## src/mfd_pkg.sv

```systemverilog
/*
 Constants, field layouts and carrier types for the microword field decoder.
 Assumes one 100 MHz clock and a synchronous active-high reset in every user.

// Overview of operation
// - Take a 56-bit, twelve-field microword every cycle.
// - Variable field: general when 0, floating-point when 1.
// - Sequencer D: general field at 0, branch register at 1.
// - Flag update inhibit 1 keeps the four flags.
// - Bit index: coded bits 12-9, or the n register.
// - Source from low five bits, destination from target field.
// - Destination stays in the source's bank of sixteen.
// - Two-address select 1: same register, target field is misc.
// - Subtract carry flag: 1 no borrow, 0 borrow.
// - Word select: 0 most significant, 1 least significant.
// - Misc 0..3: nop, clear, up, down shared pointer.
// - Misc 4..10: count up A, B, D pointers and combinations.
// - Misc 11..14: shared pointer up or down with counts.
// - Misc 15 is reserved and does nothing.
// - Pass the ALU instruction and one bus pair per cycle.
// - Latch flags at cycle end for next-cycle branching.
// - Four-bit write-only n register replaces bits 12-9.
*/
package mfd_pkg;

  localparam int MW_W       = 56;
  localparam int ALU_W      = 16;
  localparam int PTR_W      = 8;
  localparam int PTR_N      = 4;
  localparam int SRC_W      = 5;
  localparam int NIDX_LSB   = 9;
  localparam int NIDX_W     = 4;
  localparam int BANK_W     = 4;

  localparam int PTR_SMP    = 0;
  localparam int PTR_FPA    = 1;
  localparam int PTR_FPB    = 2;
  localparam int PTR_FPD    = 3;

  localparam logic [PTR_W-1:0]  PTR_RST   = 8'h00;
  localparam logic [NIDX_W-1:0] NREG_RST  = 4'h0;
  localparam logic [ALU_W-1:0]  WORD_RST  = 16'h0000;

  localparam logic [3:0] MISC_NOP       = 4'h0;
  localparam logic [3:0] MISC_SMP_CLR   = 4'h1;
  localparam logic [3:0] MISC_SMP_UP    = 4'h2;
  localparam logic [3:0] MISC_SMP_DN    = 4'h3;
  localparam logic [3:0] MISC_A_UP      = 4'h4;
  localparam logic [3:0] MISC_B_UP      = 4'h5;
  localparam logic [3:0] MISC_D_UP      = 4'h6;
  localparam logic [3:0] MISC_AB_UP     = 4'h7;
  localparam logic [3:0] MISC_AD_UP     = 4'h8;
  localparam logic [3:0] MISC_BD_UP     = 4'h9;
  localparam logic [3:0] MISC_ABD_UP    = 4'ha;
  localparam logic [3:0] MISC_SU_AB     = 4'hb;
  localparam logic [3:0] MISC_SU_D      = 4'hc;
  localparam logic [3:0] MISC_SD_AB     = 4'hd;
  localparam logic [3:0] MISC_SD_D      = 4'he;
  localparam logic [3:0] MISC_RSVD      = 4'hf;

  typedef struct packed {
    logic        fp_type;
    logic        sequencer_input_select;
    logic        flag_update_inhibit;
    logic        bit_index_source;
    logic        twoaddr_select;
    logic        fp_lsw_sel;
    logic [5:0]  viewing_bus_pair;
    logic [3:0]  seq_instr;
    logic [3:0]  branch_cond;
    logic [3:0]  dreg;
    logic [15:0] alu_instr;
    logic [15:0] var_field;
  } mfd_microword_s;

  typedef struct packed {
    logic zero;
    logic negative;
    logic carry;
    logic overflow;
  } mfd_flags_s;

  typedef struct packed {
    logic smp_clr;
    logic smp_up;
    logic smp_dn;
    logic fpa_up;
    logic fpb_up;
    logic fpd_up;
  } mfd_ptr_ops_s;

  localparam mfd_flags_s   FLAGS_RST = '{default: 1'b0};
  localparam mfd_ptr_ops_s OPS_NONE  = '{default: 1'b0};

endpackage : mfd_pkg

```

## src/mfd_ptr_bank.sv

```systemverilog
/*
 Bank of the shared-memory and three floating-point pointer counters.
 Assumes the control strobes are one-cycle levels valid for the whole cycle.
*/
`timescale 1ns/1ns
module mfd_ptr_bank (
  input  wire logic                                  clk,
  input  wire logic                                  rst,
  input  wire logic [mfd_pkg::PTR_N-1:0]             clr,
  input  wire logic [mfd_pkg::PTR_N-1:0]             up,
  input  wire logic [mfd_pkg::PTR_N-1:0]             dn,
  input  wire logic [mfd_pkg::PTR_N-1:0]             load,
  input  wire logic [mfd_pkg::PTR_W-1:0]             load_data,
  output logic      [mfd_pkg::PTR_N-1:0][mfd_pkg::PTR_W-1:0] ptr
);

  genvar i;
  generate
    for (i = 0; i < mfd_pkg::PTR_N; i++) begin : g_ptr
      logic [mfd_pkg::PTR_W-1:0] ptr_reg;
      // A bus load wins over any count so software sees the value it wrote.
      always_ff @(posedge clk) begin
        if (rst) begin
          ptr_reg <= mfd_pkg::PTR_RST;
        end else if (load[i]) begin
          ptr_reg <= load_data;
        end else if (clr[i]) begin
          ptr_reg <= mfd_pkg::PTR_RST;
        end else if (up[i]) begin
          ptr_reg <= ptr_reg + 8'h01;
        end else if (dn[i]) begin
          ptr_reg <= ptr_reg - 8'h01;
        end
      end
      assign ptr[i] = ptr_reg;
    end
  endgenerate

endmodule : mfd_ptr_bank

```

## src/mfd_decoder.sv

```systemverilog
/*
 Microword field decoder: splits the microword into ALU, sequencer, bus,
 flag and pointer controls, holds the status flags and the n register.
 Assumes the microword, ALU flags and strobes are synchronous to clk; the
 microword captured at an edge executes during the following cycle.
*/
// The implementer's own choices: the strobed n register write port and pointer load port.
`timescale 1ns/1ns
module mfd_decoder (
  input  wire logic                          clk,
  input  wire logic                          rst,
  input  wire mfd_pkg::mfd_microword_s       microword,
  input  wire logic [14:0]                   branch_addr,
  input  wire logic                          n_wr,
  input  wire logic [mfd_pkg::NIDX_W-1:0]    n_data,
  input  wire mfd_pkg::mfd_flags_s           alu_flags,
  input  wire logic                          alu_sub,
  input  wire logic                          alu_borrow,
  input  wire logic [mfd_pkg::PTR_N-1:0]     ptr_load,
  input  wire logic [mfd_pkg::PTR_W-1:0]     ptr_load_data,
  output logic      [mfd_pkg::ALU_W-1:0]     alu_instr,
  output logic      [mfd_pkg::SRC_W-1:0]     alu_src_reg,
  output logic      [mfd_pkg::SRC_W-1:0]     alu_dst_reg,
  output logic                               alu_dst_en,
  output logic      [3:0]                    seq_instr,
  output logic      [15:0]                   seq_d,
  output logic      [3:0]                    branch_cond,
  output logic      [5:0]                    viewing_bus_pair,
  output logic      [15:0]                   general_field,
  output logic                               general_valid,
  output logic      [15:0]                   fp_op,
  output logic                               fp_op_valid,
  output logic                               fp_lsw_sel,
  output mfd_pkg::mfd_flags_s                status_flags,
  output mfd_pkg::mfd_ptr_ops_s              ptr_ops,
  output logic      [mfd_pkg::PTR_N-1:0][mfd_pkg::PTR_W-1:0] ptr
);

  // Miscellaneous-control decode from the target register field.
  function automatic mfd_pkg::mfd_ptr_ops_s misc_decode(input logic [3:0] code);
    mfd_pkg::mfd_ptr_ops_s o;
    o = mfd_pkg::OPS_NONE;
    case (code)
      mfd_pkg::MISC_NOP:     o = mfd_pkg::OPS_NONE;
      mfd_pkg::MISC_SMP_CLR: o.smp_clr = 1'b1;
      mfd_pkg::MISC_SMP_UP:  o.smp_up = 1'b1;
      mfd_pkg::MISC_SMP_DN:  o.smp_dn = 1'b1;
      mfd_pkg::MISC_A_UP:    o.fpa_up = 1'b1;
      mfd_pkg::MISC_B_UP:    o.fpb_up = 1'b1;
      mfd_pkg::MISC_D_UP:    o.fpd_up = 1'b1;
      mfd_pkg::MISC_AB_UP: begin
        o.fpa_up = 1'b1;
        o.fpb_up = 1'b1;
      end
      mfd_pkg::MISC_AD_UP: begin
        o.fpa_up = 1'b1;
        o.fpd_up = 1'b1;
      end
      mfd_pkg::MISC_BD_UP: begin
        o.fpb_up = 1'b1;
        o.fpd_up = 1'b1;
      end
      mfd_pkg::MISC_ABD_UP: begin
        o.fpa_up = 1'b1;
        o.fpb_up = 1'b1;
        o.fpd_up = 1'b1;
      end
      mfd_pkg::MISC_SU_AB: begin
        o.smp_up = 1'b1;
        o.fpa_up = 1'b1;
        o.fpb_up = 1'b1;
      end
      mfd_pkg::MISC_SU_D: begin
        o.smp_up = 1'b1;
        o.fpd_up = 1'b1;
      end
      mfd_pkg::MISC_SD_AB: begin
        o.smp_dn = 1'b1;
        o.fpa_up = 1'b1;
        o.fpb_up = 1'b1;
      end
      mfd_pkg::MISC_SD_D: begin
        o.smp_dn = 1'b1;
        o.fpd_up = 1'b1;
      end
      mfd_pkg::MISC_RSVD:    o = mfd_pkg::OPS_NONE;
      default:               o = mfd_pkg::OPS_NONE;
    endcase
    return o;
  endfunction : misc_decode

  logic [mfd_pkg::NIDX_W-1:0] n_reg;
  logic                       inhibit_reg;
  logic [mfd_pkg::ALU_W-1:0]  alu_instr_next;
  logic [mfd_pkg::SRC_W-1:0]  dst_next;

  // The n register is write-only; software never reads it back.
  always_ff @(posedge clk) begin
    if (rst) begin
      n_reg <= mfd_pkg::NREG_RST;
    end else if (n_wr) begin
      n_reg <= n_data;
    end
  end

  // The low four bits are never rewritten: the ALU slice receives the
  // destination separately, so an immediate keeps its operand intact.
  always_comb begin
    alu_instr_next = microword.alu_instr;
    if (microword.bit_index_source) begin
      alu_instr_next[mfd_pkg::NIDX_LSB +: mfd_pkg::NIDX_W] = n_reg;
    end
    if (microword.twoaddr_select) begin
      dst_next = microword.alu_instr[mfd_pkg::SRC_W-1:0];
    end else begin
      dst_next = {microword.alu_instr[mfd_pkg::SRC_W-1], microword.dreg};
    end
  end

  // Every field is captured at once so the whole word executes together.
  always_ff @(posedge clk) begin
    if (rst) begin
      alu_instr        <= mfd_pkg::WORD_RST;
      alu_src_reg      <= '0;
      alu_dst_reg      <= '0;
      alu_dst_en       <= 1'b0;
      seq_instr        <= 4'h0;
      branch_cond      <= 4'h0;
      viewing_bus_pair <= 6'h00;
      fp_lsw_sel       <= 1'b0;
      inhibit_reg      <= 1'b1;
    end else begin
      alu_instr        <= alu_instr_next;
      alu_src_reg      <= microword.alu_instr[mfd_pkg::SRC_W-1:0];
      alu_dst_reg      <= dst_next;
      alu_dst_en       <= ~microword.twoaddr_select;
      seq_instr        <= microword.seq_instr;
      branch_cond      <= microword.branch_cond;
      viewing_bus_pair <= microword.viewing_bus_pair;
      fp_lsw_sel       <= microword.fp_lsw_sel;
      inhibit_reg      <= microword.flag_update_inhibit;
    end
  end

  always_ff @(posedge clk) begin
    if (rst) begin
      seq_d         <= mfd_pkg::WORD_RST;
      general_field <= mfd_pkg::WORD_RST;
      general_valid <= 1'b0;
      fp_op         <= mfd_pkg::WORD_RST;
      fp_op_valid   <= 1'b0;
    end else begin
      seq_d         <= microword.sequencer_input_select ? {1'b0, branch_addr}
                                                        : microword.var_field;
      general_field <= microword.fp_type ? mfd_pkg::WORD_RST : microword.var_field;
      general_valid <= ~microword.fp_type;
      fp_op         <= microword.fp_type ? microword.var_field : mfd_pkg::WORD_RST;
      fp_op_valid   <= microword.fp_type;
    end
  end

  always_ff @(posedge clk) begin
    if (rst) begin
      ptr_ops <= mfd_pkg::OPS_NONE;
    end else if (microword.twoaddr_select) begin
      ptr_ops <= misc_decode(microword.dreg);
    end else begin
      ptr_ops <= mfd_pkg::OPS_NONE;
    end
  end

  // Flags are sampled at the end of the executing cycle so the very next
  // microword can branch on them.
  always_ff @(posedge clk) begin
    if (rst) begin
      status_flags <= mfd_pkg::FLAGS_RST;
    end else if (!inhibit_reg) begin
      status_flags.zero     <= alu_flags.zero;
      status_flags.negative <= alu_flags.negative;
      status_flags.overflow <= alu_flags.overflow;
      status_flags.carry    <= alu_sub ? ~alu_borrow : alu_flags.carry;
    end
  end

  mfd_ptr_bank u_ptr_bank (
    .clk       (clk),
    .rst       (rst),
    .clr       ({3'b000, ptr_ops.smp_clr}),
    .up        ({ptr_ops.fpd_up, ptr_ops.fpb_up, ptr_ops.fpa_up, ptr_ops.smp_up}),
    .dn        ({3'b000, ptr_ops.smp_dn}),
    .load      (ptr_load),
    .load_data (ptr_load_data),
    .ptr       (ptr)
  );
endmodule : mfd_decoder

```

## config.mk

```make
export PLATFORM = sky130hd
export DESIGN_NAME = mfd_decoder
export DESIGN_NICKNAME = d
export VERILOG_FILES = /design/src/mfd_pkg.sv /design/src/mfd_ptr_bank.sv /design/src/mfd_decoder.sv
export SDC_FILE = /design/constraint.sdc
export NUM_CORES = 1
export LEC_CHECK = 0
export BUFFER_PORTS_ARGS = -buffer_cell sky130_fd_sc_hd__buf_2
export CAP_MARGIN = 30
export CORE_ASPECT_RATIO = 0.9
export CORE_MARGIN = 2
export CORE_UTILIZATION = 29
export CTS_CLUSTER_DIAMETER = 150
export CTS_CLUSTER_SIZE = 30
export DETAILED_ROUTE_END_ITERATION = 8
export SYNTH_ARGS = -nofsm -noshare
export SYNTH_HDL_FRONTEND = slang
export SYNTH_HIERARCHICAL = 1
export SYNTH_SLANG_ARGS = --single-unit
```

## constraint.sdc

```tcl
create_clock -name clk -period 1.8 [get_ports clk]
set_input_delay 0.27 -clock clk [delete_from_list [all_inputs] [get_ports clk]]
set_output_delay 0.27 -clock clk [all_outputs]
set_load 0.02 [all_outputs]
```

==> results.py, run 1 <==
metrics = {
    "outcome": {
        "status": "finished, violations left",
        "failed_checks": "negative setup slack",
    },
    "timing": {
        "worstMarginPinSlew_ps": 502,
        "timing.fmax_ghz": 0.505,
        "skew_ps": 5.94,
        "final_max_slew_viol_count": 0,
        "fin_crit_sh": 1.10,
        "hold_ws_ps": 23.1,
        "period_needed_ps": 1980,
        "finalSetupViolations": 9,
        "relSlewSlack": 0.665,
        "finalHoldViolations": 0,
        "rsz0062_at_grt": "yes",
        "setup_tns_ps": -798,
        "worst_slack_ps": -179,
    },
    "clock_tree": {
        "h-tree-depth": 4,
        "numCtsBuffers": 17,
        "clock_sinks": 133,
        "cts_tree": "built",
        "hold_buffers": 0,
        "clk_latency_ps": 420,
        "cts_root_buffer": "clkbuf_16",
        "cts.path.max_buffers": 2,
        "clk_pin_slew_worst_paths_ps": 60,
    },
    "floorplanning": {
        "die_y_um": 138,
        "io_pins": 230,
        "fp.dieArea_um2": 21000,
        "rows": 48,
        "die_w_um": 153,
        "initial_utilization": 0.298,
        "core_um2": 19300,
    },
    "route": {
        "routedWlPerCell_um": 15.7,
        "antenna_left": 0,
        "routed_via_density": 4.64,
        "drt_iter0_markers": 258,
        "firstDrtPassIters": 4,
        "drc": 0,
        "wirelength_mm": 18.2,
        "num_vias": 5381,
    },
    "finish": {
        "final_area_um2": 8560,
        "nFillCells": 1912,
        "regArea_um2": 2690,
        "multiInputGateArea_um2": 3230,
        "nets": 1021,
        "antenna_cells": 0,
        "finalNonFillerCells": 1160,
        "largest_reg_flops": 32,
        "layout-drive-gt1-share": 0.424,
        "syn2layout_area_growth_pct": 48.3,
    },
    "pwr": {
        "p_total_mw": 8.71,
        "power.share.combinational": 0.225,
        "p_leak_nw": 4.09,
        "switching_power_mw": 2.66,
        "swShare": 0.306,
        "p_per_area_nw_per_um2": 1020,
        "p_clk_frac": 0.402,
        "power.share.sequential": 0.373,
        "p_int_mw": 6.05,
        "irDropWorstVdd_mv": 0.599,
    },
    "place": {
        "post_dp_cell_area_um2": 7620,
        "dp_hpwl_mm": 13.6,
        "portBuffers": 229,
        "gp_congestion": 0.812,
        "place_inst": 1120,
    },
    "global_routing": {
        "grt.overflow.total": 0,
        "grt_pass1_vias": 5152,
        "track_usage": 0.169,
        "grt_first_pass_wirelength_mm": 27.5,
        "grt_max_degree": 37,
        "antenna_found_initial": 0,
    },
    "worst_setup_path": {
        "start_kind": "flip-flop",
        "worstSetupPathType": "flip-flop to flip-flop",
        "required_ps": 2110,
        "critPathArrivalTime_ps": 2280,
        "worst_setup_path_end_kind": "flip-flop",
        "cp_max_fo": 5,
    },
    "synthesis": {
        "synth-seq-cells": 133,
        "synth_edf_count": 0,
        "synth_top_area_frac": 0.461,
        "synth_top_cell_by_area": "dfxtp_1",
        "synthTopCellsByCount": "133 x dfxtp_1, 78 x nor2_1, 33 x and2_1",
        "yosysSeqAreaShare": 0.461,
        "yosysMostFrequentCell": "dfxtp_1",
        "syn_area_um2": 5770,
        "netlist_instances": 605,
        "ys_types": 56,
        "async_reset_ff_frac": 0,
        "syn_avg_cell_area_um2": 9.54,
        "ys_top_cells_by_area": "dfxtp_1 46%, mux2i_1 5.4%, ha_1 5.2%",
        "yosysWarningCount": 6,
        "synthFlopType": "dfxtp_1",
    },
    "run": {
        "maxCapViolations": 0,
    },
    "min_path": {
        "worstHoldPathType": "input port to flip-flop",
    },
}
[power by group through the flow]
stage / Sequential (mW) / Clock [mW] / Combinational (mW)
2_1_floorplan: 3.52 / 0 / 0.918
3_3_place_gp: 3.30 / 0 / 1.77
3_5_place_dp: 3.30 / 0 / 1.79
4_1_cts: 3.24 / 3.60 / 1.86
5_1_grt: 3.27 / 3.73 / 2.15
6_report: 3.25 / 3.50 / 1.96
[layout make-up]
cell class | count | share of cell area
clock buffer | 18 | 0.0513
clock inverter | 14 | 0.0183
inverter | 20 | 0.0111
multi-input combinational | 434 | 0.377
sequential | 133 | 0.314
tap | 250 | 0.0365
timing repair buffer | 291 | 0.191
[metrics by stage]
step	util	worst slack [ps]
6_report	0.443	-179
5_1_grt	0.443	-301
4_1_cts	0.433	-139
3_5_place_dp	0.394	-143
3_3_place_gp	0.394	-104
2_1_floorplan	-	-124
[kinds of logic after synthesis]
logic type	share of synthesized area
fa+ha+maj	0.0659
flops	0.461
other cells	0.000650
compound gates	0.165
simple gates	0.191
mux	0.0538
buf+inv	0.0429
xor+xnor	0.0197
[worst paths after layout]
kind / start / endpoint / slack [ps] / cells past startpoint
worst min-delay path: microword[53] / inhibit_reg$_SDFF_PP1_ / 20 / 2
worst min register to register: n_reg[2]$_SDFFE_PP0P_ / n_reg[2]$_SDFFE_PP0P_ / 500 / 2
worst max register to register: ptr_ops[1]$_SDFF_PP0_ / u_ptr_bank/g_ptr[2].ptr_reg[6]$_SDFFE_PP0P_ / -180 / 8
worst max-delay path: ptr_ops[1]$_SDFF_PP0_ / u_ptr_bank/g_ptr[2].ptr_reg[6]$_SDFFE_PP0P_ / -180 / 8
[critical path, cell delays in order (launching register included)]
cell and delay [ps]:
dfxtp_4 360, clkinvlp_4 180, ha_1 340, buf_4 140
nand2b_1 110, a21oi_1 90, or3_1 350, a32oi_1 210
a21oi_1 90
[layer usage]
layer  GRT usage  vias to the layer above  wire (µm)
li1            -                     2679          -
met1       0.203                     2495       7720
met2       0.285                      183       8720
met3      0.0673                       24       1470
met4      0.0427                        0        294
met5           0                        -          0
[layout by cell type (no fill, tap or decap), types with 4 or more instances in the layout]
master     Yosys  final
nor3_1        18     16
a21o_1        10     10
a22oi_1        9      9
or3_1          8      8
nor2_1        78     76
o21ai_1        1      4
inv_1         19     15
buf_2          5    228
ha_1          24      8
nor2b_1       32     32
and2_1        33     33
a21oi_2        0      5
mux2i_1       31     31
o41a_1         4      4
dfxtp_2        0      9
clkbuf_16      0     17
a32oi_1       10     10
nand2_1       17     17
clkinv_4       0      4
xnor2_1       10     10
o211ai_1       6      6
dfxtp_1      133    120
o21a_1         6      6
dfxtp_4        0      4
inv_6          0      7
nand2b_1      11      8
o21ai_0       17     13
a21oi_1       23     18
ha_4           0     15
conb_1         1     18
a211oi_1      22     20
buf_4          7     59
[repair_timing]
item | in CTS | in global routing
pin swaps | 16 | 26
buffers inserted | 5 | 4
gates resized for setup | 22 | 30
setup endpoints to repair | 17 | 18
hold endpoints to repair | 0 | 0
Note: power is estimated with default switching activity, not from simulation.
==> run 2: changes to the inputs <==
--- a/config.mk
+++ b/config.mk
@@ -9,11 +9,11 @@
 export CAP_MARGIN = 30
 export CORE_ASPECT_RATIO = 0.9
 export CORE_MARGIN = 2
-export CORE_UTILIZATION = 29
+export CORE_UTILIZATION = 42
 export CTS_CLUSTER_DIAMETER = 150
 export CTS_CLUSTER_SIZE = 30
 export DETAILED_ROUTE_END_ITERATION = 8
+export PLACE_DENSITY = 0.81
 export SYNTH_ARGS = -nofsm -noshare
 export SYNTH_HDL_FRONTEND = slang
-export SYNTH_HIERARCHICAL = 1
 export SYNTH_SLANG_ARGS = --single-unit
==> results.py, run 2 <==
metrics = {
    "floorplanning": {
        "core_um2": 11500,
        "rows": 37,
        "fp.dieArea_um2": 12800,
        "die_y_um": 108,
        "io_pins": 230,
        "die_w_um": 119,
        "initial_utilization": 0.434,
    },
    "synthesis": {
        "synth_top_cell_by_area": "dfxtp_1",
        "synthFlopType": "dfxtp_1",
        "synth_edf_count": 0,
        "synthTopCellsByCount": "133 x dfxtp_1, 90 x nor2_1, 36 x mux2i_1",
        "yosysSeqAreaShare": 0.532,
        "yosysMostFrequentCell": "dfxtp_1",
        "netlist_instances": 520,
        "synth_nets": 626,
        "syn_avg_cell_area_um2": 9.62,
        "syn_area_um2": 5000,
        "async_reset_ff_frac": 0,
        "ys_types": 45,
        "ys_top_cells_by_area": "dfxtp_1 53%, mux2i_1 7.2%, nor2_1 6.8%",
        "yosysWarningCount": 0,
        "synth_top_area_frac": 0.532,
        "synth-seq-cells": 133,
    },
    "route": {
        "routedWlPerCell_um": 15.2,
        "drt_iter0_markers": 175,
        "antenna_left": 0,
        "num_vias": 4364,
        "routed_via_density": 4.77,
        "firstDrtPassIters": 7,
        "drc": 0,
        "wirelength_mm": 13.9,
    },
    "place": {
        "place_inst": 882,
        "gp_congestion": 0.902,
        "post_dp_cell_area_um2": 6300,
        "place_ws_ps": -90.2,
        "portBuffers": 229,
        "dp_hpwl_mm": 9.85,
    },
    "clock_tree": {
        "h-tree-depth": 4,
        "clk_latency_ps": 410,
        "clk_pin_slew_worst_paths_ps": 50,
        "numCtsBuffers": 17,
        "cts_root_buffer": "clkbuf_16",
        "cts_tree": "built",
        "postCtsSetupBuffers": 0,
        "hold_buffers": 0,
        "clock_sinks": 133,
        "cts.path.max_buffers": 2,
    },
    "global_routing": {
        "antenna_found_initial": 0,
        "track_usage": 0.216,
        "grt.overflow.total": 0,
        "grt_max_degree": 50,
        "grt_pass1_vias": 4191,
        "grt_first_pass_wirelength_mm": 21.3,
    },
    "worst_setup_path": {
        "ff2ff_path_depth": 7,
        "required_ps": 2120,
        "critPathArrivalTime_ps": 2100,
        "critPathSlowestCell": "dfxtp_4",
        "path_delay_family": "compound AO/OA/AOI/OAI gates",
        "rrSetupSlack_ps": 20,
        "worstSetupPathType": "flip-flop to flip-flop",
        "critical_path.cell_chain": "inv_6, ha_4, a211oi_4, o21bai_2, a2111oi_2, a41oi_1, a311oi_2",
        "crit-reg2reg-launch": "ptr_ops[4]$_SDFF_PP0_",
        "cp_max_fo": 5,
        "reg2reg_to": "u_ptr_bank.g_ptr[0].ptr_reg[5]$_SDFFE_PP0P_",
        "crit_path_max_incr_delay_ps": 370,
        "worst_setup_path_end_kind": "flip-flop",
        "start_kind": "flip-flop",
        "path_buf_inv": 1,
    },
    "pwr": {
        "p_leak_nw": 3.52,
        "irDropWorstVdd_mv": 0.685,
        "p_per_area_nw_per_um2": 1180,
    },
    "min_path": {
        "min_from": "microword[53]",
        "holdPathEnd": "inhibit_reg$_SDFF_PP1_",
        "min_path_cells": 2,
        "worstHoldPathType": "input port to flip-flop",
    },
    "timing": {
        "worstMarginPinSlew_ps": 545,
        "final_max_slew_viol_count": 0,
        "worst_slack_ps": 22.9,
        "finalSetupViolations": 0,
        "finalHoldViolations": 0,
        "relSlewSlack": 0.637,
        "period_needed_ps": 1780,
        "hold_ws_ps": 55.7,
        "fin_crit_sh": 0.987,
        "timing.fmax_ghz": 0.563,
        "rsz0062_at_grt": "yes",
        "skew_ps": 10.0,
    },
    "finish": {
        "layout_common_cells": "229 x buf_2, 131 x dfxtp_1, 90 x nor2_1, 36 x mux2i_1, 32 x and2_1",
        "finalNonFillerCells": 915,
        "largest_reg_flops": 32,
        "layout_commonest_cell": "buf_2",
        "layout-drive-gt1-share": 0.389,
        "antenna_cells": 0,
        "syn2layout_area_growth_pct": 41.8,
        "final_area_um2": 7090,
        "nets": 852,
    },
    "outcome": {
        "status": "complete, no violations",
    },
    "run": {
        "maxCapViolations": 0,
    },
}
-- run 2: repair_timing --
| action | in CTS | in global routing |
|---|---|---|
| endpoints found under the setup margin | 4 | 4 |
| resized for setup | 7 | 9 |
| endpoints found under the hold margin | 0 | 0 |
| pin swaps | 2 | 12 |
-- run 2: layer usage --
| layer | global-route usage | part of all wire | routed length [µm] |
|---|---|---|---|
| met3 | 0.0593 | 0.061 | 852 |
| met5 | 0 | 0 | 0 |
| met1 | 0.259 | 0.43 | 5920 |
| met2 | 0.359 | 0.48 | 6700 |
| met4 | 0.105 | 0.028 | 395 |
-- run 2: worst max-delay path by stage --
stage	cells after the start	slack [ps]	end	startpoint
final	7	20	u_ptr_bank.g_ptr[0].ptr_reg[5]$_SDFFE_PP0P_	ptr_ops[4]$_SDFF_PP0_
after global routing	7	-50	u_ptr_bank.g_ptr[0].ptr_reg[5]$_SDFFE_PP0P_	ptr_ops[4]$_SDFF_PP0_
after CTS	7	-40	u_ptr_bank.g_ptr[0].ptr_reg[5]$_SDFFE_PP0P_	ptr_ops[4]$_SDFF_PP0_
after detailed placement	7	-90	u_ptr_bank.g_ptr[0].ptr_reg[5]$_SDFFE_PP0P_	ptr_ops[4]$_SDFF_PP0_
after global placement	7	-60	u_ptr_bank.g_ptr[0].ptr_reg[5]$_SDFFE_PP0P_	ptr_ops[4]$_SDFF_PP0_
after floorplan	7	-40	u_ptr_bank.g_ptr[0].ptr_reg[5]$_SDFFE_PP0P_	ptr_ops[4]$_SDFF_PP0_
-- run 2: power by group --
part	leakage (nW)	switching [mW]	total (mW)	internal, mW
sequential	1.10	0.0988	3.21	3.11
combinational	2.08	0.661	1.13	0.474
clock	0.338	1.27	4.02	2.75
-- run 2: cell type report --
| type | instances | area [µm²] |
|---|---|---|
| fill | 965 | 4430 |
| sequential | 133 | 2670 |
| multi-input combinational | 339 | 2210 |
| inverter | 11 | 46.3 |
| timing repair buffer | 244 | 1270 |
| tap | 156 | 195 |
| clock inverter | 12 | 219 |
| clock buffer | 20 | 478 |
-- run 2: cells by family after synthesis --
kind of cell / Yosys count / share of synthesized area
compound gates: 62 / 0.0815
xor+xnor: 25 / 0.0438
fa+ha+maj: 10 / 0.0265
buf+inv: 48 / 0.0445
flops: 133 / 0.532
mux: 36 / 0.0720
simple gates: 206 / 0.200
-- run 2: per-stage QoR --
stage | total power, mW | setup TNS (ps) | util
2_1_floorplan | 3.93 | -36.0 | -
3_3_place_gp | 4.32 | -91.3 | 0.546
3_5_place_dp | 4.33 | -137 | 0.546
4_1_cts | 8.39 | -38.6 | 0.610
5_1_grt | 8.67 | -77.0 | 0.615
6_report | 8.37 | 0 | 0.615
==> run 3: changes to the inputs <==
--- a/config.mk
+++ b/config.mk
@@ -5,7 +5,8 @@
 export SDC_FILE = /design/constraint.sdc
 export NUM_CORES = 1
 export LEC_CHECK = 0
-export BUFFER_PORTS_ARGS = -buffer_cell sky130_fd_sc_hd__buf_2
+export ABC_AREA = 1
+export BUFFER_PORTS_ARGS = -buffer_cell sky130_fd_sc_hd__clkbuf_2
 export CAP_MARGIN = 30
 export CORE_ASPECT_RATIO = 0.9
 export CORE_MARGIN = 2
==> results.py, run 3 <==
metrics = {
    "synthesis": {
        "synth_top_area_frac": 0.531,
        "ys_top_cells_by_area": "dfxtp_1 53%, nor2_1 7.5%, inv_1 6.7%",
        "yosysMostFrequentCell": "dfxtp_1",
        "synthXorXnorAreaFrac": 0.0262,
        "synthTopCellsByCount": "133 x dfxtp_1, 100 x nor2_1, 90 x inv_1",
        "async_reset_ff_frac": 0,
        "synth_top_family_by_area": "simple AND/OR/NAND/NOR gates",
        "yosysSeqAreaShare": 0.531,
        "synth_top_cell_by_area": "dfxtp_1",
        "ys_types": 33,
        "synth_compound_area_frac": 0.129,
        "netlist_instances": 614,
        "synth-seq-cells": 133,
        "syn_avg_cell_area_um2": 8.16,
        "synthMuxAreaShare": 0,
        "synth-simple-area-share": 0.194,
        "synthAdderAreaFrac": 0.0265,
        "synth_nets": 720,
        "synth_edf_count": 0,
        "yosysWarningCount": 0,
        "synthFlopType": "dfxtp_1",
        "syn_area_um2": 5010,
    },
    "pwr": {
        "power.share.sequential": 0.413,
        "p_leak_nw": 3.61,
        "power.share.combinational": 0.132,
        "p_total_mw": 7.81,
        "p_clk_frac": 0.454,
        "swShare": 0.267,
        "switching_power_mw": 2.08,
        "p_per_area_nw_per_um2": 1140,
        "p_int_mw": 5.72,
        "irDropWorstVdd_mv": 0.845,
    },
    "worst_setup_path": {
        "critPathArrivalTime_ps": 1950,
        "critPathSlowestCell": "dfxtp_2",
        "path_delay_family": "simple AND/OR/NAND/NOR gates",
        "critical_path.cell_chain": "inv_2, ha_1, or2_1, and2_4, or2_0, nand3_2, a21oi_2",
        "path_buf_inv": 1,
        "required_ps": 2090,
        "crit_path_max_incr_delay_ps": 390,
        "worst_setup_path_end_kind": "flip-flop",
        "worstSetupPathType": "flip-flop to flip-flop",
        "start_kind": "flip-flop",
        "cp_max_fo": 6,
    },
    "finish": {
        "antenna_cells": 0,
        "nFillCells": 1073,
        "finalNonFillerCells": 1013,
        "layout_common_cells": "229 x clkbuf_2, 132 x dfxtp_1, 100 x nor2_1, 89 x inv_1, 72 x nand2_1",
        "nets": 950,
        "layout-drive-gt1-share": 0.328,
        "layout_commonest_cell": "clkbuf_2",
        "largest_reg_flops": 32,
        "syn2layout_area_growth_pct": 37.1,
    },
    "timing": {
        "hold_ws_ps": 47.6,
        "finalSetupViolations": 0,
        "skew_ps": 8.35,
        "final_max_slew_viol_count": 0,
        "rsz0062_at_grt": "no",
        "setup_tns_ps": 0,
        "period_needed_ps": 1660,
        "worstMarginPinSlew_ps": 589,
        "fin_crit_sh": 0.922,
        "finalHoldViolations": 0,
        "relSlewSlack": 0.607,
        "timing.fmax_ghz": 0.602,
    },
    "route": {
        "drt_iter0_markers": 260,
        "num_vias": 4803,
        "firstDrtPassIters": 6,
        "routed_via_density": 4.74,
        "wirelength_mm": 13.1,
        "antenna_left": 0,
        "routedWlPerCell_um": 12.9,
        "drc": 0,
    },
    "outcome": {
        "status": "complete, no violations",
    },
    "floorplanning": {
        "fp.dieArea_um2": 12800,
        "die_y_um": 108,
        "rows": 37,
        "initial_utilization": 0.435,
        "die_w_um": 119,
        "core_um2": 11500,
        "io_pins": 230,
    },
    "clock_tree": {
        "clk_pin_slew_worst_paths_ps": 60,
        "cts_root_buffer": "clkbuf_16",
        "clock_sinks": 133,
        "clk_latency_ps": 400,
        "numCtsBuffers": 17,
        "cts_tree": "built",
        "cts.path.max_buffers": 2,
        "h-tree-depth": 4,
        "postCtsSetupBuffers": 0,
    },
    "place": {
        "place_inst": 981,
        "portBuffers": 229,
        "dp_hpwl_mm": 9.84,
        "gp_congestion": 0.907,
    },
    "global_routing": {
        "grt_pass1_vias": 4383,
        "grt.overflow.total": 0,
        "antenna_found_initial": 0,
        "track_usage": 0.204,
        "grt_max_degree": 39,
        "grt_first_pass_wirelength_mm": 20.8,
    },
    "run": {
        "maxCapViolations": 0,
    },
    "min_path": {
        "worstHoldPathType": "input port to flip-flop",
    },
}
-- run 3: kinds of logic after synthesis --
logic type	after synthesis
flip-flops	133
AND/OR/NAND/NOR	224
XOR/XNOR	15
buffers and inverters	112
AO/OA/AOI/OAI	120
adder cells (fa/ha/maj)	10
-- run 3: per-stage QoR --
step	cell area, µm²	setup slack (ps)	util
after floorplan	5010	105	-
after global placement	6260	135	0.543
after detailed placement	6260	101	0.543
after CTS	6870	88.5	0.596
after global routing	6870	43.9	0.596
final	6870	140	0.596
-- run 3: repair_timing --
item	in CTS	in global routing
hold buffers	0	0
resized for setup	0	1
endpoints found under the setup margin	0	1
-- run 3: per-layer routing --
| layer | share of wire | track usage | vias up |
|---|---|---|---|
| li1 | - | - | 2418 |
| met1 | 0.42 | 0.251 | 2167 |
| met2 | 0.48 | 0.343 | 203 |
| met3 | 0.083 | 0.0567 | 15 |
| met4 | 0.014 | 0.0731 | 0 |
| met5 | 0 | 0 | - |
-- run 3: final timing paths --
| path | start | end | slack, ps | cells after the start |
|---|---|---|---|---|
| setup reg to reg | ptr_ops[4]$_SDFF_PP0_ | u_ptr_bank.g_ptr[0].ptr_reg[4]$_SDFFE_PP0P_ | 140 | 7 |
| hold reg to reg | status_flags[2]$_SDFFE_PP0N_ | status_flags[2]$_SDFFE_PP0N_ | 490 | 2 |
| hold / removal | microword[53] | inhibit_reg$_SDFF_PP1_ | 50 | 2 |
| setup / recovery | ptr_ops[4]$_SDFF_PP0_ | u_ptr_bank.g_ptr[0].ptr_reg[4]$_SDFFE_PP0P_ | 140 | 7 |
-- run 3: layout make-up --
class                           instances  area, µm²  share of cell area
Timing Repair Buffer                  233       1180               0.171
Tap cell                              156        195              0.0284
Multi-Input combinational cell        369       1890               0.274
Clock buffer                           18        439              0.0639
Inverter                               90        338              0.0491
Clock inverter                         14        176              0.0257
Sequential cell                       133       2660               0.388
-- run 3: worst reg2reg max path, delay by kind of cell (launching register included) --
kind | cells | cell delay, ps
AO/OA/AOI/OAI | 1 | 40
adder cells (fa/ha/maj) | 1 | 340
buffers and inverters | 1 | 100
flip-flops | 1 | 390
AND/OR/NAND/NOR | 4 | 670
-- run 3: power by group through the flow --
| stage | Combinational [mW] | Clock [mW] | Sequential (mW) |
|---|---|---|---|
| after floorplan | 0.447 | 0 | 3.48 |
| after global placement | 1.02 | 0 | 3.28 |
| after detailed placement | 1.03 | 0 | 3.29 |
| after CTS | 1.04 | 3.61 | 3.23 |
| after global routing | 1.15 | 3.74 | 3.25 |
| final | 1.03 | 3.55 | 3.23 |
